--- config.mk ---
export PLATFORM = sky130hd
export DESIGN_NAME = port_fault_timer
export DESIGN_NICKNAME = d
export VERILOG_FILES = /design/src/verilog/sync2.v /design/src/verilog/tick_gen.v /design/src/verilog/port_fault_timer.v
export VERILOG_INCLUDE_DIRS = /design/src /design/src/inc
export SDC_FILE = /design/constraint.sdc
export NUM_CORES = 1
export LEC_CHECK = 0
export BUFFER_PORTS_ARGS = -buffer_cell sky130_fd_sc_hd__buf_2
export CORE_ASPECT_RATIO = 1.4
export CORE_MARGIN = 5
export CORE_UTILIZATION = 40
export DETAILED_ROUTE_END_ITERATION = 10
export GPL_TIMING_DRIVEN = 1
export RECOVER_POWER = 50
export SYNTH_ARGS = -nofsm -noshare
export SYNTH_HDL_FRONTEND = slang
export SYNTH_HIERARCHICAL = 1
export SYNTH_SLANG_ARGS = --single-unit
--- constraint.sdc ---
create_clock -name pclk -period 8 [get_ports pclk]
set_input_delay 0.8 -clock pclk [delete_from_list [all_inputs] [get_ports pclk]]
set_output_delay 0.8 -clock pclk [all_outputs]
set_load 0.02 [all_outputs]
--- src/inc/fault_timer_defs.vh ---
// Offsets, fields, reset values and timing counts of the port fault timer
`ifndef FAULT_TIMER_DEFS_VH
`define FAULT_TIMER_DEFS_VH
`define OFS_CTRL 8'h00
`define OFS_CMD 8'h04
`define OFS_TIMING 8'h08
`define OFS_STATUS 8'h0c
`define OFS_INT_STAT 8'h10
`define OFS_INT_MASK 8'h14
`define OFS_FB_CFG 8'h40
`define CTRL_MODE_LO 0
`define CTRL_MODE_HI 1
`define CTRL_DET_EN 2
`define CTRL_CLS_EN 3
`define CMD_PWR_ON 0
`define CMD_PWR_OFF 1
`define CMD_RESET 2
`define TIM_FLT_LO 6
`define TIM_FLT_HI 7
`define TIM_INR_LO 4
`define TIM_INR_HI 5
`define FB_DBL_SEL 0
`define INT_OC 0
`define INT_INRUSH 1
`define INT_COOL_DONE 2
`define MODE_OFF 2'h0
`define MODE_MANUAL 2'h1
`define MODE_SEMI 2'h2
`define MODE_AUTO 2'h3
`define RST_CTRL 4'h0
`define RST_TIMING 8'h00
`define RST_FB_CFG 1'h0
`define RST_INT_MASK 3'h0
`define CLK_HZ 10000000
`define TICK_US 100
// Sized to the timer widths; must follow CLK_HZ and TICK_US by hand
`define TICK_CYC 12'd1000
`define TICKS_PER_MS 14'd10
`define DOWN_DIV 16
`define FLT_NOM_MS 14'd60
`define FLT_NOM_TICKS (`FLT_NOM_MS * `TICKS_PER_MS)
`define FLT_C0_MS 14'd60
`define FLT_C1_MS 14'd15
`define FLT_C2_MS 14'd30
`define FLT_C3_MS 14'd120
`define INR_C0_MS 14'd60
`define INR_C1_MS 14'd30
`define INR_C2_MS 14'd120
`define INR_C3_MS 14'd200
`define COOL_MS 14'd1000
`define COOL_TICKS (`COOL_MS * `TICKS_PER_MS)
`endif

--- src/verilog/sync2.v ---
// Two-flop synchroniser for a level from outside the clock domain
`timescale 1ns/100ps
module sync2
(
  input wire pclk, // Clock
  input wire presetn, // Asynchronous reset, active low
  input wire d, // Asynchronous level
  output reg q // Synchronised level
);
  reg meta_r;

  always @(posedge pclk or negedge presetn)
  begin
    if (!presetn)
    begin
      meta_r <= 1'b0;
      q <= 1'b0;
    end
    else
    begin
      meta_r <= d;
      q <= meta_r;
    end
  end
endmodule // sync2

--- src/verilog/tick_gen.v ---
// Free-running prescaler giving a one-cycle tick every PERIOD cycles
`timescale 1ns/100ps
module tick_gen
#(
  parameter W = 12,
  parameter [11:0] PERIOD = 12'd1000
)
(
  input wire pclk, // Clock
  input wire presetn, // Asynchronous reset, active low
  output reg tick // One-cycle pulse
);
  reg [W-1:0] cnt_r;

  always @(posedge pclk or negedge presetn)
  begin
    if (!presetn)
    begin
      cnt_r <= {W{1'b0}};
      tick <= 1'b0;
    end
    else if (cnt_r == PERIOD - 12'd1)
    begin
      cnt_r <= {W{1'b0}};
      tick <= 1'b1;
    end
    else
    begin
      cnt_r <= cnt_r + {{(W-1){1'b0}}, 1'b1};
      tick <= 1'b0;
    end
  end
endmodule // tick_gen

--- src/verilog/port_fault_timer.v ---
// One channel of fault timing: overcurrent counter, inrush and cool-down
// Summary of operation
// Count up at current limit; trip off
// After trip, cool down; block turn-on meanwhile
// Below limit count down at 1/16, floor zero
// Clear counter on power-off, disconnect, fast shutdown
// New fault time while running restarts timer
// Semi-auto: cool-down end restarts detect if enabled
// Reset command, off or manual aborts cool-down
// Select bit zero: fixed nominal 60 ms time-out
// Select bit one: time-out from two-bit field
// Inrush period limits current; fault gives 1 s cool-down
// After inrush cool-down need class and detect enable
// Code-to-duration mappings are configurable constants
//
// The register addresses and the APB register port were chosen for this implementation.
`include "fault_timer_defs.vh"
`timescale 1ns/100ps
module port_fault_timer
#(
  parameter [13:0] FLT_NOM = `FLT_NOM_TICKS,
  parameter [13:0] FLT_C0 = `FLT_C0_MS * `TICKS_PER_MS,
  parameter [13:0] FLT_C1 = `FLT_C1_MS * `TICKS_PER_MS,
  parameter [13:0] FLT_C2 = `FLT_C2_MS * `TICKS_PER_MS,
  parameter [13:0] FLT_C3 = `FLT_C3_MS * `TICKS_PER_MS,
  parameter [13:0] INR_C0 = `INR_C0_MS * `TICKS_PER_MS,
  parameter [13:0] INR_C1 = `INR_C1_MS * `TICKS_PER_MS,
  parameter [13:0] INR_C2 = `INR_C2_MS * `TICKS_PER_MS,
  parameter [13:0] INR_C3 = `INR_C3_MS * `TICKS_PER_MS,
  parameter [13:0] COOL = `COOL_TICKS,
  parameter [11:0] TICK_PERIOD = `TICK_CYC
)
(
  input wire pclk, // APB clock, 10 MHz
  input wire presetn, // Asynchronous reset, active low
  input wire psel, // APB select
  input wire penable, // APB enable
  input wire pwrite, // APB direction, high for write
  input wire [7:0] paddr, // APB byte address
  input wire [31:0] pwdata, // APB write data
  output reg [31:0] prdata, // APB read data
  output reg pready, // APB ready
  output reg pslverr, // APB error on unmapped address
  input wire at_current_limit, // Comparator: channel at operating limit
  input wire at_inrush_limit, // Comparator: channel at inrush limit
  input wire fast_shutdown_input, // Fast shutdown pin, active high
  input wire dc_disconnect, // DC disconnect event, one cycle
  input wire detect_ok, // Detection and class passed, one cycle
  output reg power_en_r, // Channel switch on
  output reg inrush_limit_en_r, // Select inrush current limit
  output reg detect_start_r, // Start detection cycle, one cycle
  output reg irq_r // Level interrupt
);
  localparam [3:0] ST_OFF = 4'b0001;
  localparam [3:0] ST_INRUSH = 4'b0010;
  localparam [3:0] ST_ON = 4'b0100;
  localparam [3:0] ST_COOL = 4'b1000;

  wire tick;
  wire operating_current_limit_s;
  wire iinr_s;
  wire oss_s;

  reg [3:0] ctrl_r;
  reg [7:0] timing_r;
  reg fb_sel_r;
  reg [2:0] int_stat_r;
  reg [2:0] int_mask_r;
  reg [3:0] state_r;
  reg [3:0] state_nxt;
  reg [13:0] oc_cnt_r;
  reg [13:0] oc_cnt_nxt;
  reg [3:0] div_r;
  reg [13:0] tmr_r;
  reg [13:0] tmr_nxt;
  reg cool_inrush_r;
  reg cool_inrush_nxt;
  reg [2:0] ev_nxt;
  reg det_nxt;
  reg [31:0] rd_nxt;
  reg err_nxt;
  reg [13:0] flt_limit;
  reg [13:0] inr_limit;

  wire setup = psel & ~penable;
  wire wr_acc = psel & penable & pwrite;
  wire wr_ctrl = wr_acc & (paddr == `OFS_CTRL);
  wire wr_cmd = wr_acc & (paddr == `OFS_CMD);
  wire wr_tim = wr_acc & (paddr == `OFS_TIMING);
  wire wr_fb = wr_acc & (paddr == `OFS_FB_CFG);
  wire wr_ist = wr_acc & (paddr == `OFS_INT_STAT);
  wire wr_msk = wr_acc & (paddr == `OFS_INT_MASK);
  wire cmd_on = wr_cmd & pwdata[`CMD_PWR_ON];
  wire cmd_off = wr_cmd & pwdata[`CMD_PWR_OFF];
  wire cmd_rst = wr_cmd & pwdata[`CMD_RESET];
  wire [1:0] mode = ctrl_r[`CTRL_MODE_HI:`CTRL_MODE_LO];
  wire [1:0] mode_w = pwdata[`CTRL_MODE_HI:`CTRL_MODE_LO];
  wire to_off_man = wr_ctrl &
    ((mode_w == `MODE_OFF) | (mode_w == `MODE_MANUAL));
  wire det_en = ctrl_r[`CTRL_DET_EN];
  wire cls_en = ctrl_r[`CTRL_CLS_EN];
  wire flt_chg = wr_tim &
    (pwdata[`TIM_FLT_HI:`TIM_FLT_LO] != timing_r[`TIM_FLT_HI:`TIM_FLT_LO]);
  wire inr_chg = wr_tim &
    (pwdata[`TIM_INR_HI:`TIM_INR_LO] != timing_r[`TIM_INR_HI:`TIM_INR_LO]);
  wire turn_on = cmd_on | (detect_ok & (mode != `MODE_OFF) &
    (mode != `MODE_MANUAL));
  wire down_tick = tick & (div_r == 4'hf);

  // Comparators and the shutdown pin are asynchronous to pclk
  sync2 u_sync_operating_current_limit
  (
    .pclk(pclk),
    .presetn(presetn),
    .d(at_current_limit),
    .q(operating_current_limit_s)
  );

  sync2 u_sync_iinr
  (
    .pclk(pclk),
    .presetn(presetn),
    .d(at_inrush_limit),
    .q(iinr_s)
  );

  sync2 u_sync_oss
  (
    .pclk(pclk),
    .presetn(presetn),
    .d(fast_shutdown_input),
    .q(oss_s)
  );

  tick_gen #(.W(12), .PERIOD(TICK_PERIOD)) u_tick
  (
    .pclk(pclk),
    .presetn(presetn),
    .tick(tick)
  );

  // Time-out selection; codes map through parameters
  always @*
  begin
    if (!fb_sel_r)
      flt_limit = FLT_NOM;
    else
    begin
      case (timing_r[`TIM_FLT_HI:`TIM_FLT_LO])
        2'h0: flt_limit = FLT_C0;
        2'h1: flt_limit = FLT_C1;
        2'h2: flt_limit = FLT_C2;
        default: flt_limit = FLT_C3;
      endcase
    end
    case (timing_r[`TIM_INR_HI:`TIM_INR_LO])
      2'h0: inr_limit = INR_C0;
      2'h1: inr_limit = INR_C1;
      2'h2: inr_limit = INR_C2;
      default: inr_limit = INR_C3;
    endcase
  end

  always @*
  begin
    state_nxt = state_r;
    oc_cnt_nxt = oc_cnt_r;
    tmr_nxt = tmr_r;
    cool_inrush_nxt = cool_inrush_r;
    ev_nxt = 3'h0;
    det_nxt = 1'b0;
    case (state_r)
      ST_OFF:
      begin
        oc_cnt_nxt = 14'h0000;
        if (turn_on & ~oss_s & ~cmd_rst & ~cmd_off)
        begin
          state_nxt = ST_INRUSH;
          tmr_nxt = 14'h0000;
        end
      end
      ST_INRUSH:
      begin
        if (inr_chg)
          tmr_nxt = 14'h0000;
        else if (tick)
          tmr_nxt = tmr_r + 14'h0001;
        if (tmr_r >= inr_limit)
        begin
          if (iinr_s)
          begin
            state_nxt = ST_COOL;
            cool_inrush_nxt = 1'b1;
            tmr_nxt = 14'h0000;
            ev_nxt[`INT_INRUSH] = 1'b1;
          end
          else
            state_nxt = ST_ON;
        end
      end
      ST_ON:
      begin
        if (flt_chg)
          oc_cnt_nxt = 14'h0000;
        else if (tick & operating_current_limit_s)
          oc_cnt_nxt = oc_cnt_r + 14'h0001;
        else if (down_tick & ~operating_current_limit_s & (oc_cnt_r != 14'h0000))
          oc_cnt_nxt = oc_cnt_r - 14'h0001;
        if (oc_cnt_r >= flt_limit)
        begin
          state_nxt = ST_COOL;
          cool_inrush_nxt = 1'b0;
          tmr_nxt = 14'h0000;
          oc_cnt_nxt = 14'h0000;
          ev_nxt[`INT_OC] = 1'b1;
        end
      end
      ST_COOL:
      begin
        // Turn-on requests are simply dropped here
        if (tick)
          tmr_nxt = tmr_r + 14'h0001;
        if (tmr_r >= COOL)
        begin
          state_nxt = ST_OFF;
          ev_nxt[`INT_COOL_DONE] = 1'b1;
          if (mode == `MODE_SEMI)
          begin
            if (cool_inrush_r)
              det_nxt = det_en & cls_en;
            else
              det_nxt = det_en;
          end
        end
      end
      default:
      begin
        state_nxt = ST_OFF;
      end
    endcase
    // Outside cool-down, forced turn-off overrides the state and counter set above
    if ((state_r != ST_COOL) &
        (cmd_off | cmd_rst | dc_disconnect | oss_s | to_off_man))
    begin
      state_nxt = ST_OFF;
      oc_cnt_nxt = 14'h0000;
    end
    if ((state_r == ST_COOL) & (cmd_rst | to_off_man))
    begin
      state_nxt = ST_OFF;
      tmr_nxt = 14'h0000;
      ev_nxt[`INT_COOL_DONE] = 1'b0;
      det_nxt = 1'b0;
    end
  end

  always @(posedge pclk or negedge presetn)
  begin
    if (!presetn)
    begin
      state_r <= ST_OFF;
      oc_cnt_r <= 14'h0000;
      tmr_r <= 14'h0000;
      div_r <= 4'h0;
      cool_inrush_r <= 1'b0;
      power_en_r <= 1'b0;
      inrush_limit_en_r <= 1'b0;
      detect_start_r <= 1'b0;
    end
    else
    begin
      state_r <= state_nxt;
      oc_cnt_r <= oc_cnt_nxt;
      tmr_r <= tmr_nxt;
      cool_inrush_r <= cool_inrush_nxt;
      if (tick)
        div_r <= div_r + 4'h1;
      power_en_r <= (state_nxt == ST_INRUSH) | (state_nxt == ST_ON);
      inrush_limit_en_r <= (state_nxt == ST_INRUSH);
      detect_start_r <= det_nxt;
    end
  end

  // Register file
  always @(posedge pclk or negedge presetn)
  begin
    if (!presetn)
    begin
      ctrl_r <= `RST_CTRL;
      timing_r <= `RST_TIMING;
      fb_sel_r <= `RST_FB_CFG;
      int_mask_r <= `RST_INT_MASK;
      int_stat_r <= 3'h0;
      irq_r <= 1'b0;
    end
    else
    begin
      if (wr_ctrl)
        ctrl_r <= pwdata[3:0];
      if (wr_tim)
        timing_r <= pwdata[7:0];
      if (wr_fb)
        fb_sel_r <= pwdata[`FB_DBL_SEL];
      if (wr_msk)
        int_mask_r <= pwdata[2:0];
      // A new event wins over a clear in the same cycle
      if (wr_ist)
        int_stat_r <= (int_stat_r & ~pwdata[2:0]) | ev_nxt;
      else
        int_stat_r <= int_stat_r | ev_nxt;
      irq_r <= |(int_stat_r & int_mask_r);
    end
  end

  always @*
  begin
    err_nxt = 1'b0;
    case (paddr)
      `OFS_CTRL: rd_nxt = {28'h0000000, ctrl_r};
      `OFS_CMD: rd_nxt = 32'h00000000;
      `OFS_TIMING: rd_nxt = {24'h000000, timing_r};
      `OFS_STATUS: rd_nxt = {14'h0000, oc_cnt_r, state_r};
      `OFS_INT_STAT: rd_nxt = {29'h00000000, int_stat_r};
      `OFS_INT_MASK: rd_nxt = {29'h00000000, int_mask_r};
      `OFS_FB_CFG: rd_nxt = {31'h00000000, fb_sel_r};
      default:
      begin
        rd_nxt = 32'h00000000;
        err_nxt = 1'b1;
      end
    endcase
  end

  // Read data is captured in the setup cycle so it comes from a flop
  always @(posedge pclk or negedge presetn)
  begin
    if (!presetn)
    begin
      prdata <= 32'h00000000;
      pready <= 1'b0;
      pslverr <= 1'b0;
    end
    else
    begin
      pready <= 1'b1;
      if (setup)
      begin
        prdata <= pwrite ? 32'h00000000 : rd_nxt;
        pslverr <= err_nxt;
      end
    end
  end
endmodule // port_fault_timer

; ---- Yosys cells after proc, flatten, opt, wreduce, memory -nomap -nowiden
; Index checks and enable logic that the tools add are counted.
; W data, S select, Z words.
[word_totals]
reg_bits = 113
latchBits = 0
ramBits = 0
rom_bits = 0
input_bits = 50
output_inout_bits = 38
n_memories = 0
[op_classes]
addsub = 5
mul = 0
div = 0
order_cmp = 3
n_eq_ne = 30
n_shift = 0
n_mux = 48
n_bitwise = 45
n_reduce_logical = 14
[ops]
columns = op, count
row1 = $mux W14, 13
row2 = $pmux W18 S6, 1
row3 = $pmux W11 S3, 2
row4 = $pmux W14 S4, 1
row5 = $mux W32, 1
row6 = $add A14 B1 Y14 const B, 2
row7 = $ge A14 B14 Y1, 2
row8 = $mux W4, 7
row9 = $pmux W14 S2, 1
row10 = $and A1 B1 Y1, 27
row11 = $mux W1, 18
row12 = $eq A8 B4 Y1 const B, 2
row13 = $eq A8 B5 Y1 const B, 2
row14 = $pmux W4 S4, 1
row15 = $ge A14 B14 Y1 const B, 1
row16 = $reduce_bool A14 Y1, 1
row17 = $sub A14 B1 Y14 const B, 1
row18 = $add A12 B1 Y12 const B, 1
row19 = $eq A12 B10 Y1 const B, 1
row20 = $mux W12, 1
row21 = $eq A4 B2 Y1 const B, 2
row22 = $eq A4 B3 Y1 const B, 2
row23 = $eq A4 B4 Y1 const B, 2
row24 = $eq A8 B3 Y1 const B, 1
row25 = other kinds (28), 52

; ---- Depth between registers and ports, before layout
; Gate-level depths: netlist of the first run.
[logic_depth]
depth_word = 14
ltp_mapped = 13
depth_no_buf = 12

; ---- Modules after synthesis
; The synthesis of the first run kept the hierarchy.
[by_module_without_submodules]
columns = mod, instances, cells_each, area_per_inst_um2, seq_area_each_um2
row1 = port_fault_timer, 1, 515, 5097.4, 2003.2
row2 = tick_gen, 1, 55, 603.1, 325.3
row3 = sync2, 3, 2, 50.0, 50.0

; ---- Worst setup path before layout of the first run
; OpenSTA, ideal clock, no wires.
[synth_path]
path_kind = register to register
startpoint = register timing_r[6]
endpoint = register oc_cnt_r[9]
arrival_time_ns = 2.747
required_ns = 7.936
setup_slack_ns = 5.189
stages_incl_launch_ff = 14
n_path_buf = 1
synth_period_minus_slack_ns = 2.811
path_cell_list = dfrtp_1 > inv_1 > ha_1 > and2_1 > inv_1 > ha_1 > a31o_2 > a221oi_1 > nor4b_1 > or3_1 > o21ai_2 > nor2b_2 > buf_2 > a22o_2
[synth_between]
elab_chain_cells = 7
elab_cells_between_ends = 14
[synth_rtl]
columns = item, line
row1 = "start, declared", port_fault_timer.v:65  ; reg [7:0] timing_r;
row2 = "start signal, assigned", port_fault_timer.v:290  ; timing_r <= `RST_TIMING;
row3 = "start signal, assigned", port_fault_timer.v:301  ; timing_r <= pwdata[7:0];
row4 = $eq A2 B2 Y1 (tied with other cells), port_fault_timer.v:149  ; case (timing_r[`TIM_FLT_HI:`TIM_FLT_LO])
row5 = $pmux W11 S3, port_fault_timer.v:149
row6 = $mux W14, port_fault_timer.v:145  ; if (!fb_sel_r)
row7 = $ge A14 B14 Y1, port_fault_timer.v:209  ; if (oc_cnt_r >= flt_limit)
row8 = $mux W14, port_fault_timer.v:209
row9 = $pmux W14 S2, port_fault_timer.v:172  ; case (state_r)
row10 = $mux W14, port_fault_timer.v:242  ; if ((state_r != ST_COOL) &
row11 = "end signal, assigned", port_fault_timer.v:273  ; oc_cnt_r <= oc_cnt_nxt;
row12 = "end, declared", port_fault_timer.v:71  ; reg [13:0] oc_cnt_r;
; Parallel ways exist; a longest one is shown, timed or not.
; A chain may end at the register's enable or synchronous reset.

; ---- Worst setup path after layout of the first run
[layout_path]
startpoint = register u_tick.tick
endpoint = register oc_cnt_r[13]
[layout_between]
elab_chain_cells = 6
elab_cells_between_ends = 11
[layout_rtl]
columns = item, line
row1 = "start, declared", tick_gen.v:11  ; output reg tick
row2 = "start signal, assigned", tick_gen.v:20  ; tick <= 1'b0;
row3 = "start signal, assigned", tick_gen.v:25  ; tick <= 1'b1;
row4 = "start signal, assigned", tick_gen.v:30  ; tick <= 1'b0;
row5 = $and A1 B1 Y1, port_fault_timer.v:205  ; else if (tick & operating_current_limit_s)
row6 = $mux W14, port_fault_timer.v:205
row7 = $mux W14, port_fault_timer.v:203  ; if (flt_chg)
row8 = $mux W14, port_fault_timer.v:209
row9 = $pmux W14 S2, port_fault_timer.v:172
row10 = $mux W14, port_fault_timer.v:242
; Parallel ways exist; a longest one is shown, timed or not.

==> results of run 1 <==
[power breakdown]
group	internal (mW)	total, mW	leakage (nW)	switching [mW]
logic	0.0147	0.0517	1.48	0.0370
registers	0.506	0.510	1.32	0.00427
clock network	0.254	0.453	0.149	0.199
[area by class of cell]
type                            instances  area share [%]
Sequential cell                        99            38.2
Tap cell                              189            3.65
Multi-Input combinational cell        435            48.3
Timing Repair Buffer                   51            3.53
Clock buffer                           10            3.69
Clock inverter                          6            1.12
Inverter                               26            1.51
[path summary, 6_finish.rpt]
kind | to | cells after the start | slack, ns
hold reg to reg | u_sync_operating_current_limit/q | 0 | 0.35
min in group asynchronous | u_sync_oss/q | 1 | 0.60
max in group asynchronous | oc_cnt_r[10] | 2 | 5.79
hold / removal | u_sync_operating_current_limit/q | 0 | 0.35
setup / recovery | oc_cnt_r[13] | 9 | 4.58
setup reg to reg | oc_cnt_r[13] | 9 | 4.58
[flip-flops by register name, summed over array words and instances, names as in the netlist, 4 cells and up]
register and flops:
ctrl_r 4, div_r 4, oc_cnt_r 14, prdata 18, state_r 4, timing_r 8, tmr_r 14, u_tick/cnt_r 12
[layer usage]
| layer | global-route usage, % | wire (um) |
|---|---|---|
| met1 | 18.0 | 5580 |
| met3 | 2.61 | 535 |
| met2 | 27.6 | 6980 |
| met4 | 7.62 | 471 |
| met5 | 0 | 0 |
[critical path, delay by kind of cell (launching register included)]
kind,cells,cell delay [ns]
compound gates,6,1.70
flops,1,0.61
simple gates,1,0.46
fa+ha+maj,1,0.46
xor+xnor,1,0.08
[synth_stat cells (3+ instances only)]
cell type and instances:
o31ai_1 5, nor2_1 29, buf_4 14, a22o_1 17, clkbuf_1 8, a22o_2 10, a31oi_1 15, nor3_1 6
and4_1 3, mux2i_1 4, mux2_2 18, and3_1 9, nor4b_1 3, buf_2 6, nand3_1 21, o21a_1 3
or3_1 8, a21o_1 6, and2_1 4, a21boi_0 3, dfrtp_1 98, a222oi_1 4, o211ai_1 7, or3_4 3
o21ai_0 21, nand2_1 46, nor4_1 8, nand4_1 9, a211oi_1 4, nand2b_1 10, xor2_1 4, a221oi_1 4
inv_1 26, ha_1 39, a21oi_1 30, nor2b_1 6, xnor2_1 18
[logic make-up after synthesis]
group | after synthesis
buffers and inverters | 55
adders and majority gates | 40
other | 2
DFF | 99
and+or+nand+nor | 186
muxes | 22
AOI/OAI and AO/OA | 150
xor gates and xnor gates | 22
[through the flow]
| step | std cells | total power, mW |
|---|---|---|
| 2_1_floorplan | 589 | 0.550 |
| 3_3_place_gp | 800 | 0.571 |
| 3_5_place_dp | 800 | 0.572 |
| 4_1_cts | 816 | 1.02 |
| 5_1_grt | 816 | 1.05 |
| 6_report | 816 | 1.01 |
==> results.sh, run 1 <==
export IMPL_htreeDepth=3
export IMPL_synth_top_family_by_area="compound AO/OA/AOI/OAI gates"
export IMPL_tightestPinTransition_ns=1.33
export IMPL_yosysWarnings=6
export IMPL_cts_root_buf="clkbuf_16"
export IMPL_hp_start="u_sync_operating_current_limit/meta_r"
export IMPL_post_dp_cell_area_mm2=0.00622
export IMPL_yosysSeqAreaShare_pct=42.4
export IMPL_ys_ff_latch=99
export IMPL_synth_area_leader_cell="dfrtp_1"
export IMPL_netlist_area_mm2=0.00585
export IMPL_ys_types=75
export IMPL_cts_tree="done"
export IMPL_diodes=0
export IMPL_fin_util_pct=44.9
export IMPL_clkLatencyLatePin_ns=0.35
export IMPL_fmax_ghz=0.293
export IMPL_grt_pass1_wl_um=22200
export IMPL_antenna_found_initial=0
export IMPL_ir_worst_vdd_mv=0.117
export IMPL_cts_resized=0
export IMPL_gr_total_overflow=0
export IMPL_p_per_area_mw_per_mm2=157
export IMPL_nets=712
export IMPL_arrival_ns=3.66
export IMPL_die_area_mm2=0.0172
export IMPL_via_per_inst=5.63
export IMPL_ctsHoldBuffers=0
export IMPL_setup_ws_ns=4.58
export IMPL_wire_per_inst_um=16.6
export IMPL_cap_violations=0
export IMPL_final_cell_mix="98 x dfrtp_1, 46 x nand2_1, 39 x ha_1"
export IMPL_dr_total_vias=4597
export IMPL_synthXorXnorAreaFrac_pct=3.29
export IMPL_rsz0062_at_grt="false"
export IMPL_crit_path_cell_trace="nand2_1 -> ha_1 -> a211oi_1 -> o21ai_0 -> a311oi_1 -> o21ai_0 -> a21oi_1 -> xnor2_1 -> a22o_1"
export IMPL_drtAntennaViolNets=0
export IMPL_hold_class="register to register"
export IMPL_cp_end_kind="register"
export IMPL_setup_viol=0
export IMPL_fin_skew_ns=0.00574
export IMPL_dpl_hpwl_um=10200
export IMPL_dr_pass1_iters=5
export IMPL_drtIter0Drc=248
export IMPL_cts_sinks=99
export IMPL_io_buffers=49
export IMPL_required_ns=8.24
export IMPL_die_w_um=112
export IMPL_crit_start="u_tick/tick"
export IMPL_die_y_um=153
export IMPL_rows=52
export IMPL_slowest_stage="dfrtp_1"
export IMPL_slew_headroom_pct=10.8
export IMPL_core_mm2=0.0144
export IMPL_synth_fa_ha_area_share_pct=8.68
export IMPL_initial_core_util_pct=40.5
export IMPL_synth_flop_cell="dfrtp_1"
export IMPL_grt_max_degree=82
export IMPL_period_share_pct=42.7
export IMPL_netlist_instances=576
export IMPL_grt_pass1_vias=4624
export IMPL_synth_edf_count=0
export IMPL_max_stage_delay_ns=0.61
export IMPL_synthMuxAreaShare_pct=4.15
export IMPL_io_pins=88
export IMPL_clkSlewWorstSetupHoldPaths_ns=0.07
export IMPL_cts_setup_buffers=0
export IMPL_status="completed"
export IMPL_hold_ws_ns=0.349
export IMPL_final_common_cell="dfrtp_1"
export IMPL_yosysTopAreaCellShare_pct=41.9
export IMPL_period_needed_ns=3.42
export IMPL_final_setup_tns_ns=0
export IMPL_fin_area_mm2=0.00648
export IMPL_fill_cells=1388
export IMPL_post_place_ws_ns=4.60
export IMPL_async_flop_share_pct=100
export IMPL_routed_wl_um=13600
export IMPL_critical_path_class="register to register"
export IMPL_netlist_top_cells_area="dfrtp_1 42%, ha_1 8.3%, mux2_2 3.5%"
export IMPL_syn_to_final_growth_pct=10.8
export IMPL_crit_path_frequent_cell="o21ai_0"
export IMPL_critPathMaxFanout=15
export IMPL_seq_area_mm2=0.00248
export IMPL_drc_errors=0
export IMPL_drive_gt1_share_pct=14.7
export IMPL_hold_viol_final=0
export IMPL_r2r_start="u_tick/tick"
export IMPL_power_leakage_nw=2.94
export IMPL_track_usage_pct=15.6
export IMPL_synth_area_per_cell_um2=10.2
export IMPL_slew_viol_final=0
export IMPL_multiInputGateArea_mm2=0.00313
export IMPL_clock_path_buffers=2
export IMPL_gp_routability_congestion=0.892
export IMPL_synth_compound_gate_area_share_pct=18.6
export IMPL_start_kind="register"
export IMPL_cts_buffers=9
export IMPL_synth_simple_area_share_pct=18.0
No activity file was read; power rests on OpenSTA's default activity.
==> inputs of run 2 (changes only) <==
- clock period: 8 -> 3.2 ns (I/O delays scaled with it)
==> results.sh, run 2 (synthesis results as in run 1) <==
export IMPL_ctsHoldBuffers=0
export IMPL_fill_cells=1404
export IMPL_gp_routability_congestion=0.891
export IMPL_path_delay_family="compound AO/OA/AOI/OAI gates"
export IMPL_start_kind="register"
export IMPL_dr_total_vias=4600
export IMPL_rsz0062_at_grt="false"
export IMPL_drtAntennaViolNets=0
export IMPL_rr_worst_depth=12
export IMPL_clkSlewWorstSetupHoldPaths_ns=0.07
export IMPL_critPathMaxFanout=14
export IMPL_final_common_cell="dfrtp_1"
export IMPL_rrSetupSlack_ns=0.19
export IMPL_violations="max-capacitance violations, max-slew violations"
export IMPL_clock_path_buffers=2
export IMPL_arrival_ns=3.28
export IMPL_grt_max_degree=85
export IMPL_dr_pass1_iters=4
export IMPL_gr_total_overflow=0
export IMPL_slew_headroom_pct=-39.1
export IMPL_cap_violations=1
export IMPL_crit_path_cell_trace="inv_1 -> ha_1 -> and2_1 -> inv_1 -> ha_1 -> a31o_2 -> a221oi_1 -> nor4b_1 -> or3_1 -> o31a_2 -> a21boi_0 -> o2bb2ai_1"
export IMPL_via_per_inst=5.57
export IMPL_regToRegEndpoint="tmr_r[13]"
export IMPL_clkLatencyLatePin_ns=0.35
export IMPL_status="complete, but fails checks"
export IMPL_io_pins=88
export IMPL_cp_depth=12
export IMPL_largest_reg_flops=18
export IMPL_nets=722
export IMPL_hold_class="input pin to register"
export IMPL_cts_buffers=9
export IMPL_total_power_mw=2.49
export IMPL_rows=52
export IMPL_period_needed_ns=3.01
export IMPL_final_setup_tns_ns=0
export IMPL_crit_buf_inv=2
export IMPL_r2r_start="timing_r[6]"
export IMPL_reg_top3="prdata x18, oc_cnt_r x14, tmr_r x14"
export IMPL_htreeDepth=3
export IMPL_die_y_um=153
export IMPL_track_usage_pct=15.7
export IMPL_hold_viol_final=0
export IMPL_setup_viol=0
export IMPL_die_area_mm2=0.0172
export IMPL_cts_setup_buffers=0
export IMPL_fmax_ghz=0.332
export IMPL_largest_register="prdata"
export IMPL_slowest_stage="o31a_2"
export IMPL_syn_to_final_growth_pct=12.4
export IMPL_required_ns=3.47
export IMPL_io_buffers=49
export IMPL_ir_worst_vdd_mv=0.204
export IMPL_slew_viol_final=85
export IMPL_max_stage_delay_ns=0.45
export IMPL_drc_errors=0
export IMPL_initial_core_util_pct=40.5
export IMPL_grt_pass1_wl_um=22600
export IMPL_die_w_um=112
export IMPL_cp_end_kind="register"
export IMPL_cts_root_buf="clkbuf_16"
export IMPL_wire_per_inst_um=16.3
export IMPL_dpl_hpwl_um=10200
export IMPL_antenna_found_initial=0
export IMPL_final_cell_mix="98 x dfrtp_1, 46 x nand2_1, 44 x buf_2"
export IMPL_crit_start="timing_r[6]"
export IMPL_grt_pass1_vias=4694
export IMPL_fin_skew_ns=0.00800
export IMPL_cts_sinks=99
export IMPL_hold_depth=1
export IMPL_worstSetupEndpoint="tmr_r[13]"
export IMPL_drtIter0Drc=273
export IMPL_drive_gt1_share_pct=19.3
export IMPL_core_mm2=0.0144
export IMPL_routed_wl_um=13400
export IMPL_critical_path_class="register to register"
export IMPL_diodes=0
export IMPL_cts_tree="done"
export IMPL_period_share_pct=94.1
export IMPL_tightestPinTransition_ns=2.09
export IMPL_p_per_area_mw_per_mm2=378
export IMPL_power_leakage_nw=3.07
[run 2: cell types whose count changed in the layout (fill, tap and decap cells not counted), sizes merged]
cell,before,now
buf,26,54
bufinv,1,0
inv,27,29
clkinv,3,2
clkbuf,35,17
[run 2: repair_timing]
action | in CTS | in global routing
gates resized for setup | 0 | 1
hold endpoints to repair | 0 | 0
setup endpoints to repair | 0 | 1
[run 2: how the worst min path moves through the flow]
stage	from	end	slack, ns
2_1_floorplan	presetn	cool_inrush_r	0.02
3_3_place_gp	u_sync_oss/meta_r	u_sync_oss/q	0.33
3_5_place_dp	u_sync_operating_current_limit/meta_r	u_sync_operating_current_limit/q	0.34
4_1_cts	fast_shutdown_input	u_sync_oss/meta_r	0.06
5_1_grt	at_inrush_limit	u_sync_iinr/meta_r	0.07
6_report	fast_shutdown_input	u_sync_oss/meta_r	0.07
[run 2: power by group]
part           switching (mW)  internal, mW
Combinational          0.0920        0.0380
Sequential             0.0107          1.26
Clock                   0.514         0.566
[run 2: metal layers]
| metal | routed length, um | part of all wire, % | track usage, % |
|---|---|---|---|
| met4 | 191 | 1.4 | 4.75 |
| met5 | 0 | 0 | 0 |
| met1 | 5570 | 42 | 18.0 |
| met3 | 461 | 3.4 | 3.16 |
| met2 | 7200 | 54 | 29.2 |
[run 2: area by class of cell]
type	instances	area (um2)	area share, %
clock buffer	10	239	3.63
clock inverter	6	56.3	0.856
inverter	26	97.6	1.48
multi-input combinational	435	3140	47.8
sequential	99	2480	37.7
tap	189	236	3.60
timing repair buffer	61	323	4.91
[run 2: per-stage QoR]
step / utilization (%) / std cells / worst slack [ns] / area [um2] / hold WS, ns
2_1_floorplan: - / 589 / 0.389 / 5900 / 0.0244
3_3_place_gp: 43.6 / 810 / 0.250 / 6290 / 0.332
3_5_place_dp: 43.6 / 810 / 0.142 / 6290 / 0.340
4_1_cts: 45.6 / 826 / 0.0945 / 6590 / 0.0608
5_1_grt: 45.5 / 826 / 0.0673 / 6580 / 0.0653
6_report: 45.5 / 826 / 0.189 / 6580 / 0.0733
[run 2: worst register-to-register path: cells and delay by family (launching register included)]
| kind | cells | cell delay (ns) |
|---|---|---|
| AOI/OAI and AO/OA | 5 | 1.29 |
| and+or+nand+nor | 3 | 0.64 |
| adders and majority gates | 2 | 0.47 |
| DFF | 1 | 0.38 |
| buffers and inverters | 2 | 0.15 |
